--- src/include/tmr_map.svh ---
// Register map, field positions, reset values and timing counts of the timer.
// Assumes inclusion by bare name from the package and the design files.
`ifndef TMR_MAP_SVH
`define TMR_MAP_SVH

// Register indices; byte address is four times the index
`define TMR_IDX_CONTROL      8'hB0
`define TMR_IDX_COUNTER      8'hB2
`define TMR_IDX_COMPARE      8'hB3
`define TMR_IDX_STATUS       8'hB6

// Control register fields
`define TMR_CTRL_FORCE       7
`define TMR_CTRL_WAVE_LOW    6
`define TMR_CTRL_COM_HIGH    5
`define TMR_CTRL_COM_LOW     4
`define TMR_CTRL_WAVE_HIGH   3
`define TMR_CTRL_CS_HIGH     2

// Status register fields
`define TMR_STAT_EXT_CLK     4
`define TMR_STAT_ASYNC_SEL   3
`define TMR_STAT_CNT_BUSY    2
`define TMR_STAT_CMP_BUSY    1
`define TMR_STAT_CTL_BUSY    0

// Reset values
`define TMR_RST_CONTROL      8'h00
`define TMR_RST_COUNTER      8'h00
`define TMR_RST_COMPARE      8'h00
`define TMR_RST_STATUS       8'h00

// Counter limits and transfer latency in source clock edges
`define TMR_MAX              8'hFF
`define TMR_BOTTOM           8'h00
`define TMR_XFER_EDGES       2'h2

`endif

--- src/include/tmr_pkg.sv ---
// Types and decode helpers shared by the timer design files.
// Assumes tmr_map.svh is on the include path.
`include "tmr_map.svh"

package tmr_pkg;

  typedef enum logic [1:0] {
    TMR_MODE_NORMAL,
    TMR_MODE_PHASE_PWM,
    TMR_MODE_CLEAR_ON_MATCH,
    TMR_MODE_FAST_PWM
  } tmr_mode_t;

  typedef enum logic [2:0] {
    TMR_REG_CONTROL,
    TMR_REG_COUNTER,
    TMR_REG_COMPARE,
    TMR_REG_STATUS,
    TMR_REG_NONE
  } tmr_reg_t;

  function automatic logic [9:0] tmr_byte_addr(input logic [7:0] idx);
    tmr_byte_addr = {idx, 2'b00};
  endfunction : tmr_byte_addr

endpackage : tmr_pkg

--- src/include/tmr_tick_if.sv ---
// Carrier between the timer core and its prescaler.
// Assumes both ends run on the same clock.
`timescale 1ns/1ps
`default_nettype none

interface tmr_tick_if;
  logic       src_tick;     // One tick of the timer source clock
  logic [2:0] clock_select; // Prescaler tap choice
  logic       count_tick;   // Enabled counter tick

  modport core      (output src_tick, output clock_select, input count_tick);
  modport prescaler (input src_tick, input clock_select, output count_tick);
endinterface : tmr_tick_if

`default_nettype wire

--- src/hw/tmr_prescaler.sv ---
// Clock-select prescaler: divides source ticks by the chosen tap.
// Assumes src_tick is a one-cycle pulse on pclk.
`timescale 1ns/1ps
`default_nettype none

module tmr_prescaler
  import tmr_pkg::*;
(
  input  wire logic pclk,    // System clock
  input  wire logic presetn, // Async reset, active low
  tmr_tick_if.prescaler tick // Tick carrier
);

  logic [9:0] div_count;

  // Mask of low prescaler bits that must be all ones for a tap
  function automatic logic [9:0] tap_mask(input logic [2:0] sel);
    unique case (sel)
      3'h2:    tap_mask = 10'h007;
      3'h3:    tap_mask = 10'h01F;
      3'h4:    tap_mask = 10'h03F;
      3'h5:    tap_mask = 10'h07F;
      3'h6:    tap_mask = 10'h0FF;
      3'h7:    tap_mask = 10'h3FF;
      default: tap_mask = 10'h000;
    endcase
  endfunction : tap_mask

  always_ff @(posedge pclk or negedge presetn) begin
    if (!presetn) begin
      div_count <= 10'h000;
    end else if (tick.src_tick) begin
      div_count <= div_count + 10'h001;
    end
  end

  always_comb begin
    if (tick.clock_select == 3'h0) begin
      tick.count_tick = 1'b0; // RULE_13
    end else begin
      tick.count_tick = tick.src_tick && ((div_count & tap_mask(tick.clock_select)) == tap_mask(tick.clock_select)); // RULE_13
    end
  end

endmodule : tmr_prescaler

`default_nettype wire

--- src/hw/tmr_async_timer.sv ---
// 8-bit timer/counter with one compare output, APB register access.
// Assumes an APB master on pclk; timer_osc_pin is asynchronous to pclk.
//
// Summary of operation
// RULE_01: Force strobe applies match in non-PWM modes
// RULE_02: Forced match raises no event, no clear
// RULE_03: Force strobe bit always reads zero
// RULE_04: Software writes strobe zero in PWM modes
// RULE_05: Mode bits 6,3 select four modes, top
// RULE_06: Compare update and overflow timing per mode
// RULE_07: Nonzero output mode overrides port pin
// RULE_08: Non-PWM: off, toggle, clear, set on match
// RULE_09: Fast PWM: non-inverting and inverting encodings
// RULE_10: Fast PWM compare at top: bottom only
// RULE_11: Phase PWM: clear up, set down encodings
// RULE_12: Phase PWM compare at top: act at top
// RULE_13: Clock select stops or divides source clock
// RULE_14: Counter register reads and writes counter
// RULE_15: Counter write blocks next tick's match
// RULE_16: Compare register continuously compared with counter
// RULE_17: Status register layout and reset zero
// RULE_18: Async select picks oscillator pin clock
// RULE_19: Async writes set busy until transferred
// RULE_20: Counter reads live, others read temporary
// RULE_21: External clock enable buffers oscillator input
// RULE_22: Counter wraps up, or counts up-down
// RULE_23: Software avoids writes while busy
`timescale 1ns/1ps
`default_nettype none

module tmr_async_timer
  import tmr_pkg::*;
#(
  parameter int ADDR_W = 12
)(
  input  wire logic              pclk,             // System clock, 200 MHz
  input  wire logic              presetn,          // Async reset, active low
  input  wire logic              psel,             // APB select
  input  wire logic              penable,          // APB enable
  input  wire logic              pwrite,           // APB direction
  input  wire logic [ADDR_W-1:0] paddr,            // APB byte address
  input  wire logic [31:0]       pwdata,           // APB write data
  output logic      [31:0]       prdata,           // APB read data
  output logic                   pready,           // APB ready
  output logic                   pslverr,          // APB error, unmapped
  input  wire logic              timer_osc_pin,    // Timer oscillator input
  input  wire logic              port_dir_bit,     // Port direction bit of pin
  input  wire logic              port_data_bit,    // Normal port output value
  output logic                   compare_pin_out,  // Pin output value
  output logic                   compare_pin_oe,   // Pin driver enable
  output logic                   osc_ext_clock_en, // External clock buffer on
  output logic                   overflow_event,   // Overflow flag set pulse
  output logic                   compare_event     // Compare flag set pulse
);

  // ****************************************************************
  // Declarations
  // ****************************************************************
  tmr_tick_if tick ();

  logic [7:0] control_tmp;
  logic [6:0] control_act;
  logic [7:0] counter_tmp;
  logic [7:0] compare_tmp;
  logic [7:0] compare_buf;
  logic [7:0] compare_act;
  logic [7:0] counter_value;
  logic       count_down;
  logic       block_match;
  logic       force_req;
  logic       wave_out;
  logic       external_clock_enable;
  logic       async_clock_select;
  logic       osc_meta;
  logic       osc_sync;
  logic       osc_prev;
  logic [2:0] pend;
  logic [1:0] edge_cnt [3];
  logic [2:0] xfer;
  logic [2:0] wr_hit;
  logic       wr_access;
  tmr_reg_t   sel_reg;
  tmr_mode_t  mode;
  logic [1:0] com;
  logic       hit;
  logic       top_ignore;
  logic [7:0] next_counter;
  logic       next_down;
  logic       next_wave;
  logic       next_ovf;

  // ****************************************************************
  // Helpers
  // ****************************************************************
  function automatic tmr_reg_t decode(input logic [ADDR_W-1:0] addr);
    if (addr == ADDR_W'(tmr_byte_addr(`TMR_IDX_CONTROL))) begin
      decode = TMR_REG_CONTROL;
    end else if (addr == ADDR_W'(tmr_byte_addr(`TMR_IDX_COUNTER))) begin
      decode = TMR_REG_COUNTER;
    end else if (addr == ADDR_W'(tmr_byte_addr(`TMR_IDX_COMPARE))) begin
      decode = TMR_REG_COMPARE;
    end else if (addr == ADDR_W'(tmr_byte_addr(`TMR_IDX_STATUS))) begin
      decode = TMR_REG_STATUS;
    end else begin
      decode = TMR_REG_NONE;
    end
  endfunction : decode

  // Output action on a non-PWM match
  function automatic logic nonpwm_action(input logic [1:0] cm, input logic cur);
    unique case (cm)
      2'b01:   nonpwm_action = ~cur;
      2'b10:   nonpwm_action = 1'b0;
      2'b11:   nonpwm_action = 1'b1;
      default: nonpwm_action = cur;
    endcase
  endfunction : nonpwm_action

  function automatic logic is_pwm(input logic [7:0] ctl);
    is_pwm = ctl[`TMR_CTRL_WAVE_LOW];
  endfunction : is_pwm

  // ****************************************************************
  // APB slave
  // ****************************************************************
  assign sel_reg   = decode(paddr);
  assign wr_access = psel && penable && pready && pwrite;
  assign wr_hit[`TMR_STAT_CNT_BUSY] = wr_access && (sel_reg == TMR_REG_COUNTER);
  assign wr_hit[`TMR_STAT_CMP_BUSY] = wr_access && (sel_reg == TMR_REG_COMPARE);
  assign wr_hit[`TMR_STAT_CTL_BUSY] = wr_access && (sel_reg == TMR_REG_CONTROL);

  // One wait-free access phase: ready rises in the access cycle
  always_ff @(posedge pclk or negedge presetn) begin
    if (!presetn) begin
      pready  <= 1'b0;
      pslverr <= 1'b0;
      prdata  <= 32'h0000_0000;
    end else begin
      pready  <= psel && !penable;
      pslverr <= psel && !penable && (sel_reg == TMR_REG_NONE);
      if (psel && !penable && !pwrite) begin
        unique case (sel_reg)
          TMR_REG_CONTROL: prdata <= {25'h0, control_tmp[6:0]}; // RULE_03 RULE_20
          TMR_REG_COUNTER: prdata <= {24'h0, counter_value};    // RULE_14 RULE_20
          TMR_REG_COMPARE: prdata <= {24'h0, compare_tmp};      // RULE_20
          TMR_REG_STATUS:  prdata <= {27'h0, external_clock_enable, async_clock_select,
                                      pend & {3{async_clock_select}}}; // RULE_17 RULE_19
          default:         prdata <= 32'h0000_0000;
        endcase
      end else begin
        prdata <= 32'h0000_0000;
      end
    end
  end

  // Temporary storage written by software
  always_ff @(posedge pclk or negedge presetn) begin
    if (!presetn) begin
      control_tmp <= `TMR_RST_CONTROL;
      counter_tmp <= `TMR_RST_COUNTER;
      compare_tmp <= `TMR_RST_COMPARE;
    end else begin
      if (wr_hit[`TMR_STAT_CTL_BUSY]) begin
        control_tmp <= pwdata[7:0];
      end
      if (wr_hit[`TMR_STAT_CNT_BUSY]) begin
        counter_tmp <= pwdata[7:0];
      end
      if (wr_hit[`TMR_STAT_CMP_BUSY]) begin
        compare_tmp <= pwdata[7:0];
      end
    end
  end

  // Status register control bits
  always_ff @(posedge pclk or negedge presetn) begin
    if (!presetn) begin
      external_clock_enable <= 1'(`TMR_RST_STATUS >> `TMR_STAT_EXT_CLK);
      async_clock_select    <= 1'(`TMR_RST_STATUS >> `TMR_STAT_ASYNC_SEL);
    end else if (wr_access && sel_reg == TMR_REG_STATUS) begin
      external_clock_enable <= pwdata[`TMR_STAT_EXT_CLK];   // RULE_17
      async_clock_select    <= pwdata[`TMR_STAT_ASYNC_SEL]; // RULE_17
    end
  end

  // ****************************************************************
  // Source clock selection
  // ****************************************************************
  always_ff @(posedge pclk or negedge presetn) begin
    if (!presetn) begin
      osc_meta <= 1'b0;
      osc_sync <= 1'b0;
      osc_prev <= 1'b0;
    end else begin
      osc_meta <= timer_osc_pin;
      osc_sync <= osc_meta;
      osc_prev <= osc_sync;
    end
  end

  assign tick.src_tick     = async_clock_select ? (osc_sync && !osc_prev) : 1'b1; // RULE_18
  assign tick.clock_select = control_act[`TMR_CTRL_CS_HIGH:0];

  tmr_prescaler u_prescaler (
    .pclk    (pclk),
    .presetn (presetn),
    .tick    (tick.prescaler)
  );

  // ****************************************************************
  // Temporary to destination transfer
  // ****************************************************************
  for (genvar i = 0; i < 3; i++) begin : g_xfer
    assign xfer[i] = pend[i] && (!async_clock_select ||
                     (tick.src_tick && edge_cnt[i] == `TMR_XFER_EDGES - 2'h1)); // RULE_19

    // New write wins over a transfer in the same cycle
    always_ff @(posedge pclk or negedge presetn) begin
      if (!presetn) begin
        pend[i]     <= 1'b0;
        edge_cnt[i] <= 2'h0;
      end else if (wr_hit[i]) begin
        pend[i]     <= 1'b1; // RULE_19
        edge_cnt[i] <= 2'h0;
      end else if (xfer[i]) begin
        pend[i]     <= 1'b0; // RULE_19
        edge_cnt[i] <= 2'h0;
      end else if (pend[i] && tick.src_tick) begin
        edge_cnt[i] <= edge_cnt[i] + 2'h1;
      end
    end
  end

  // Control destination and forced compare request
  always_ff @(posedge pclk or negedge presetn) begin
    if (!presetn) begin
      control_act <= 7'(`TMR_RST_CONTROL);
      force_req   <= 1'b0;
    end else if (xfer[`TMR_STAT_CTL_BUSY]) begin
      control_act <= control_tmp[6:0];
      force_req   <= control_tmp[`TMR_CTRL_FORCE] && !is_pwm(control_tmp); // RULE_01
    end else begin
      force_req   <= 1'b0;
    end
  end

  // Compare buffer and active compare value
  always_ff @(posedge pclk or negedge presetn) begin
    if (!presetn) begin
      compare_buf <= `TMR_RST_COMPARE;
    end else if (xfer[`TMR_STAT_CMP_BUSY]) begin
      compare_buf <= compare_tmp;
    end
  end

  always_ff @(posedge pclk or negedge presetn) begin
    if (!presetn) begin
      compare_act <= `TMR_RST_COMPARE;
    end else begin
      unique case (mode)
        TMR_MODE_NORMAL, TMR_MODE_CLEAR_ON_MATCH: begin
          compare_act <= compare_buf; // RULE_06
        end
        TMR_MODE_FAST_PWM: begin
          if (tick.count_tick && counter_value == `TMR_MAX) begin
            compare_act <= compare_buf; // RULE_06
          end
        end
        TMR_MODE_PHASE_PWM: begin
          if (tick.count_tick && !count_down && counter_value == `TMR_MAX) begin
            compare_act <= compare_buf; // RULE_06
          end
        end
      endcase
    end
  end

  // ****************************************************************
  // Counting and waveform
  // ****************************************************************
  assign mode       = tmr_mode_t'({control_act[`TMR_CTRL_WAVE_HIGH], control_act[`TMR_CTRL_WAVE_LOW]}); // RULE_05
  assign com        = control_act[`TMR_CTRL_COM_HIGH:`TMR_CTRL_COM_LOW];
  assign hit        = tick.count_tick && (counter_value == compare_act) && !block_match; // RULE_15 RULE_16
  assign top_ignore = (compare_act == `TMR_MAX) && com[1];

  always_comb begin
    next_counter = counter_value;
    next_down    = count_down;
    next_wave    = wave_out;
    next_ovf     = 1'b0;
    if (tick.count_tick) begin
      unique case (mode)
        TMR_MODE_NORMAL: begin
          next_counter = counter_value + 8'h01; // RULE_22
          next_ovf     = (counter_value == `TMR_MAX); // RULE_06
          if (hit) begin
            next_wave = nonpwm_action(com, wave_out); // RULE_08
          end
        end
        TMR_MODE_CLEAR_ON_MATCH: begin
          next_counter = hit ? `TMR_BOTTOM : counter_value + 8'h01; // RULE_05
          next_ovf     = (counter_value == `TMR_MAX); // RULE_06
          if (hit) begin
            next_wave = nonpwm_action(com, wave_out); // RULE_08
          end
        end
        TMR_MODE_FAST_PWM: begin
          next_counter = counter_value + 8'h01; // RULE_22
          next_ovf     = (counter_value == `TMR_MAX); // RULE_06
          if (hit && !top_ignore && com[1]) begin
            next_wave = com[0]; // RULE_09 RULE_10
          end
          if (counter_value == `TMR_MAX && com[1]) begin
            next_wave = !com[0]; // RULE_09 RULE_10
          end
        end
        TMR_MODE_PHASE_PWM: begin
          if (!count_down) begin
            if (counter_value == `TMR_MAX) begin
              next_down    = 1'b1; // RULE_22
              next_counter = `TMR_MAX - 8'h01;
            end else begin
              next_counter = counter_value + 8'h01;
            end
          end else begin
            if (counter_value == `TMR_BOTTOM) begin
              next_down    = 1'b0; // RULE_22
              next_counter = `TMR_BOTTOM + 8'h01;
              next_ovf     = 1'b1; // RULE_06
            end else begin
              next_counter = counter_value - 8'h01;
            end
          end
          if (hit && !top_ignore && com[1]) begin
            next_wave = count_down ? !com[0] : com[0]; // RULE_11
          end
          if (top_ignore && !count_down && counter_value == `TMR_MAX) begin
            next_wave = !com[0]; // RULE_12
          end
        end
      endcase
    end
    if (force_req) begin
      next_wave = nonpwm_action(com, next_wave); // RULE_01 RULE_02
    end
  end

  always_ff @(posedge pclk or negedge presetn) begin
    if (!presetn) begin
      counter_value <= `TMR_RST_COUNTER;
      count_down    <= 1'b0;
    end else if (xfer[`TMR_STAT_CNT_BUSY]) begin
      counter_value <= counter_tmp; // RULE_14
    end else begin
      counter_value <= next_counter;
      count_down    <= next_down;
    end
  end

  // Write to counter masks the match on the following tick
  always_ff @(posedge pclk or negedge presetn) begin
    if (!presetn) begin
      block_match <= 1'b0;
    end else if (xfer[`TMR_STAT_CNT_BUSY]) begin
      block_match <= 1'b1; // RULE_15
    end else if (tick.count_tick) begin
      block_match <= 1'b0;
    end
  end

  always_ff @(posedge pclk or negedge presetn) begin
    if (!presetn) begin
      wave_out <= 1'b0;
    end else begin
      wave_out <= next_wave;
    end
  end

  // ****************************************************************
  // Outputs
  // ****************************************************************
  always_ff @(posedge pclk or negedge presetn) begin
    if (!presetn) begin
      overflow_event <= 1'b0;
      compare_event  <= 1'b0;
    end else begin
      overflow_event <= next_ovf && !xfer[`TMR_STAT_CNT_BUSY];
      compare_event  <= hit && !xfer[`TMR_STAT_CNT_BUSY]; // RULE_02 RULE_16
    end
  end

  always_ff @(posedge pclk or negedge presetn) begin
    if (!presetn) begin
      compare_pin_out  <= 1'b0;
      compare_pin_oe   <= 1'b0;
      osc_ext_clock_en <= 1'b0;
    end else begin
      compare_pin_out  <= (com != 2'b00) ? next_wave : port_data_bit; // RULE_07
      compare_pin_oe   <= port_dir_bit; // RULE_07
      osc_ext_clock_en <= external_clock_enable && async_clock_select; // RULE_21
    end
  end

endmodule : tmr_async_timer

`default_nettype wire

--- config.mk ---
export PLATFORM = sky130hd
export DESIGN_NAME = tmr_async_timer
export DESIGN_NICKNAME = d
export VERILOG_FILES = /design/src/include/tmr_pkg.sv /design/src/include/tmr_tick_if.sv /design/src/hw/tmr_prescaler.sv /design/src/hw/tmr_async_timer.sv
export VERILOG_INCLUDE_DIRS = /design/src /design/src/include
export SDC_FILE = /design/constraint.sdc
export NUM_CORES = 1
export LEC_CHECK = 0
export BUFFER_PORTS_ARGS = -buffer_cell sky130_fd_sc_hd__buf_4
export CAP_MARGIN = 20
export CORE_ASPECT_RATIO = 2
export CORE_UTILIZATION = 45
export CTS_BUF_LIST = sky130_fd_sc_hd__clkbuf_4 sky130_fd_sc_hd__clkbuf_8
export DETAILED_ROUTE_END_ITERATION = 16
export GPL_TIMING_DRIVEN = 0
export PLACE_DENSITY = 0.69
export SYNTH_ARGS = -nofsm -noshare
export SYNTH_HDL_FRONTEND = slang
export SYNTH_SLANG_ARGS = --single-unit
--- constraint.sdc ---
create_clock -name pclk -period 2.05 [get_ports pclk]
set_input_delay 0.41 -clock pclk [delete_from_list [all_inputs] [get_ports pclk]]
set_output_delay 0.41 -clock pclk [all_outputs]
set_load 0.01 [all_outputs]
==> impl_metrics.yaml <==
setup_path:
  cp-start-kind: "flop"
  r2r_setup_slack_ps: -290
  r2r-start: "counter_value[1]"
  worstPathMaxFanout: 6
  end_kind: "flop"
  crit_arrival_ps: 2660
  timing_worst_setup_path_type: "flop to flop"
  startpoint: "counter_value[1]"
  required_ps: 2370
logic_synthesis:
  synthFlopType: "dfrtp_1"
  avgSynthCellArea_um2: 10.15
  synth-edff-count: 0
  ys_seq_area_share_pct: 48.61
  synth_seq_cells: 98
  async_flop_share_pct: 100.0
  synthMuxAreaShare_pct: 8.681
  synth_area_mm2: 0.005045
  ys_types: 60
  synthSimpleGateAreaFrac_pct: 16.29
  syn_inst: 497
  synthXorXnorAreaFrac_pct: 4.167
  synthAdderAreaFrac_pct: 2.679
  synth_compound_area_share_pct: 12.82
  synth_top_family_by_area: "simple AND/OR/NAND/NOR gates"
  yosysWarnings: 0
layout:
  nets: 666
  utilization_pct: 59.58
  synthToLayoutAreaGrowth_pct: 28.47
  regArea_mm2: 0.002459
  n_fill_cell: 931
  multi_input_area_mm2: 0.002653
  mostFrequentLayoutCells: "buf_4 (98), dfrtp_1 (93), nand2_1 (67), mux2_2 (35), nor2_1 (28)"
  num_antenna_cells: 0
  final_common_cell: "buf_4"
  finalNonFillerCells: 749
  layout-drive-gt1-share_pct: 35.63
floorplan:
  dieArea_mm2: 0.01166
  core_mm2: 0.01088
  ioPinCount: 91
  rows: 54
  initial_utilization_pct: 46.38
  die_w_um: 76.87
  die_y_um: 151.7
cts:
  clockBufferDepth: 2
  htreeDepth: 3
  clk_pin_slew_ps: 100
  cts_made_buffers: 9
  cts-root-buf: "clkbuf_8"
  cts_tree: "yes"
  clkLatencyLatePin_ps: 370
  cts_sinks: 98
global_route:
  antenna_found_initial: 0
  overflow: 0
  grt_max_degree: 66
  track_usage_pct: 24.09
  grt_pass1_vias: 4120
  grt_pass1_wl_mm: 21.10
pwr:
  p_comb_share_pct: 21.2
  powerDensity_mw_per_mm2: 686.8
  netSwitchingFraction_pct: 30.46
  switchingPower_mw: 1.356
  seqPwrFrac_pct: 49.1
  clkPwrFrac_pct: 29.7
  cellLeakagePower_nw: 3.115
  ir_drop_mv: 0.6235
  power.internal_mw: 3.095
timing:
  relSlewSlack_pct: 56.36
  clock_skew_ps: 11.30
  period_share_pct: 114.0
  max_slew.worst_pin.slew_ps: 652.2
  rsz0062_at_grt: "yes"
  setup_slack_ps: -286.3
  slew_viol_final: 0
  fmax_ghz: 0.4280
  hold_viol: 0
  final.min_clock_period_ps: 2336
  finalSetupViolCount: 17
detailed_routing:
  drt_iter0_drc: 329
  avgRoutedWirePerCell_um: 18.22
  via_per_inst: 5.617
  dr_total_vias: 4207
  drt_first_pass_iters: 5
  post-route-drc-count: 0
  routed_wl_mm: 13.65
  ant_nets: 0
placement:
  dpl.cell_count: 702
  preCtsSetupSlack_ps: -609.3
  numPortBuffers: 41
  dp_hpwl_mm: 9.656
  globalplace.congestion: 0.8776
min_path:
  hold_start: "port_dir_bit"
  min_path_type: "input pin to flop"
job:
  drv_cap: 0
run_status:
  violations: "negative setup slack"
  outcome: "finished, violations left"
-- power by group through the flow --
stage / combinational (mW) / clock [mW] / sequential, mW
after floorplan: 0.525 / 0 / 2.19
after global placement: 0.725 / 0 / 2.20
after detailed placement: 0.756 / 0 / 2.22
after CTS: 0.904 / 1.35 / 2.18
after global routing: 1.04 / 1.42 / 2.20
final: 0.944 / 1.32 / 2.18
-- sequential cells by signal, summed over array words and instances (netlist names), 8 cells and up --
name                   flops
compare_act                8
counter_value              8
prdata                     8
u_prescaler.div_count     10
control_tmp                8
counter_tmp                8
compare_buf                8
compare_tmp                8
-- routing by layer --
metal  track usage, %  part of all wire (%)  vias to the layer above
li1                 -                     -                     1930
met1            23.61                    35                     2085
met2            45.89                    55                      147
met3            4.012                   4.0                       45
met4            15.67                   6.1                        0
met5                0                     0                        -
-- final cells by class --
cell class | count | area share [%]
timing repair buffer | 78 | 9.691
inverter | 17 | 0.9846
multi-input combinational | 360 | 40.93
buffer | 40 | 4.517
tap | 140 | 2.703
clock inverter | 7 | 1.332
clock buffer | 9 | 1.911
sequential | 98 | 37.93
-- cell usage after synthesis, types with 3 or more instances --
cell type / count / area share [%]
o221ai_1: 6 / 1.0
nor4_1: 3 / 0.37
nor3_1: 12 / 1.2
o21ai_0: 16 / 1.6
and2_1: 6 / 0.74
o22ai_1: 3 / 0.37
dfrtp_1: 98 / 49
nor2b_1: 7 / 0.87
xnor2_1: 16 / 2.8
and4_1: 3 / 0.52
clkbuf_1: 13 / 0.97
a22oi_1: 6 / 0.89
a21o_1: 4 / 0.60
o211ai_1: 7 / 1.0
mux2_2: 38 / 8.5
inv_1: 16 / 1.2
a222oi_1: 6 / 1.2
nand2_1: 69 / 5.1
nand3_1: 7 / 0.69
xor2_1: 8 / 1.4
a21oi_1: 18 / 1.8
a31oi_1: 4 / 0.50
ha_1: 10 / 2.5
buf_2: 5 / 0.50
buf_4: 24 / 3.6
nor2_1: 30 / 2.2
and3_1: 10 / 1.2
nand4_1: 7 / 0.87
nand2b_1: 4 / 0.50
nand3b_1: 3 / 0.45
-- repair_timing --
action,in CTS,in global routing
endpoints found under the setup margin,46,49
hold endpoints to repair,33,0
hold buffers,1,0
setup buffers,21,14
gates cloned,0,0
pin swaps,12,19
resized for setup,37,37
-- path summary, 6_finish.rpt --
kind	end	depth (start not counted)
min in group asynchronous	prdata[1]	2
max in group asynchronous	counter_value[7]	3
worst max-delay path	compare_pin_out	9
worst max register to register	compare_pin_out	9
worst min-delay path	compare_pin_oe	1
worst min register to register	osc_sync	0
-- stage by stage --
step / power [mW] / cell area, um2 / hold WS (ps) / TNS, ps
after floorplan: 2.716 / 5207 / 114.4 / -408.2
after global placement: 2.929 / 5690 / 337.5 / -24350
after detailed placement: 2.974 / 5718 / 349.8 / -25270
after CTS: 4.435 / 6225 / 118.4 / -2515
after global routing: 4.658 / 6481 / 111.4 / -3722
final: 4.451 / 6481 / 136.8 / -2401
-- logic make-up (layout without fill, tap and decap cells) --
| group | after synthesis | in the layout |
|---|---|---|
| AOI/OAI and AO/OA | 92 | 92 |
| DFF | 98 | 98 |
| buffers and inverters | 62 | 151 |
| adders and majority gates | 11 | 11 |
| and+or+nand+nor | 170 | 170 |
| xor gates and xnor gates | 24 | 24 |
| muxes | 39 | 39 |
| other | 1 | 24 |
-- critical path, cell delays in order (launching register included) --
cell       delay [ps]
dfrtp_1           410
buf_8             150
xnor2_2           130
nand3_2           150
or3_4             470
a2111oi_4         220
a311oi_1          130
a211o_1           320
o221a_1           240
nand2_1            60
Power figures use the tool's default switching activity.
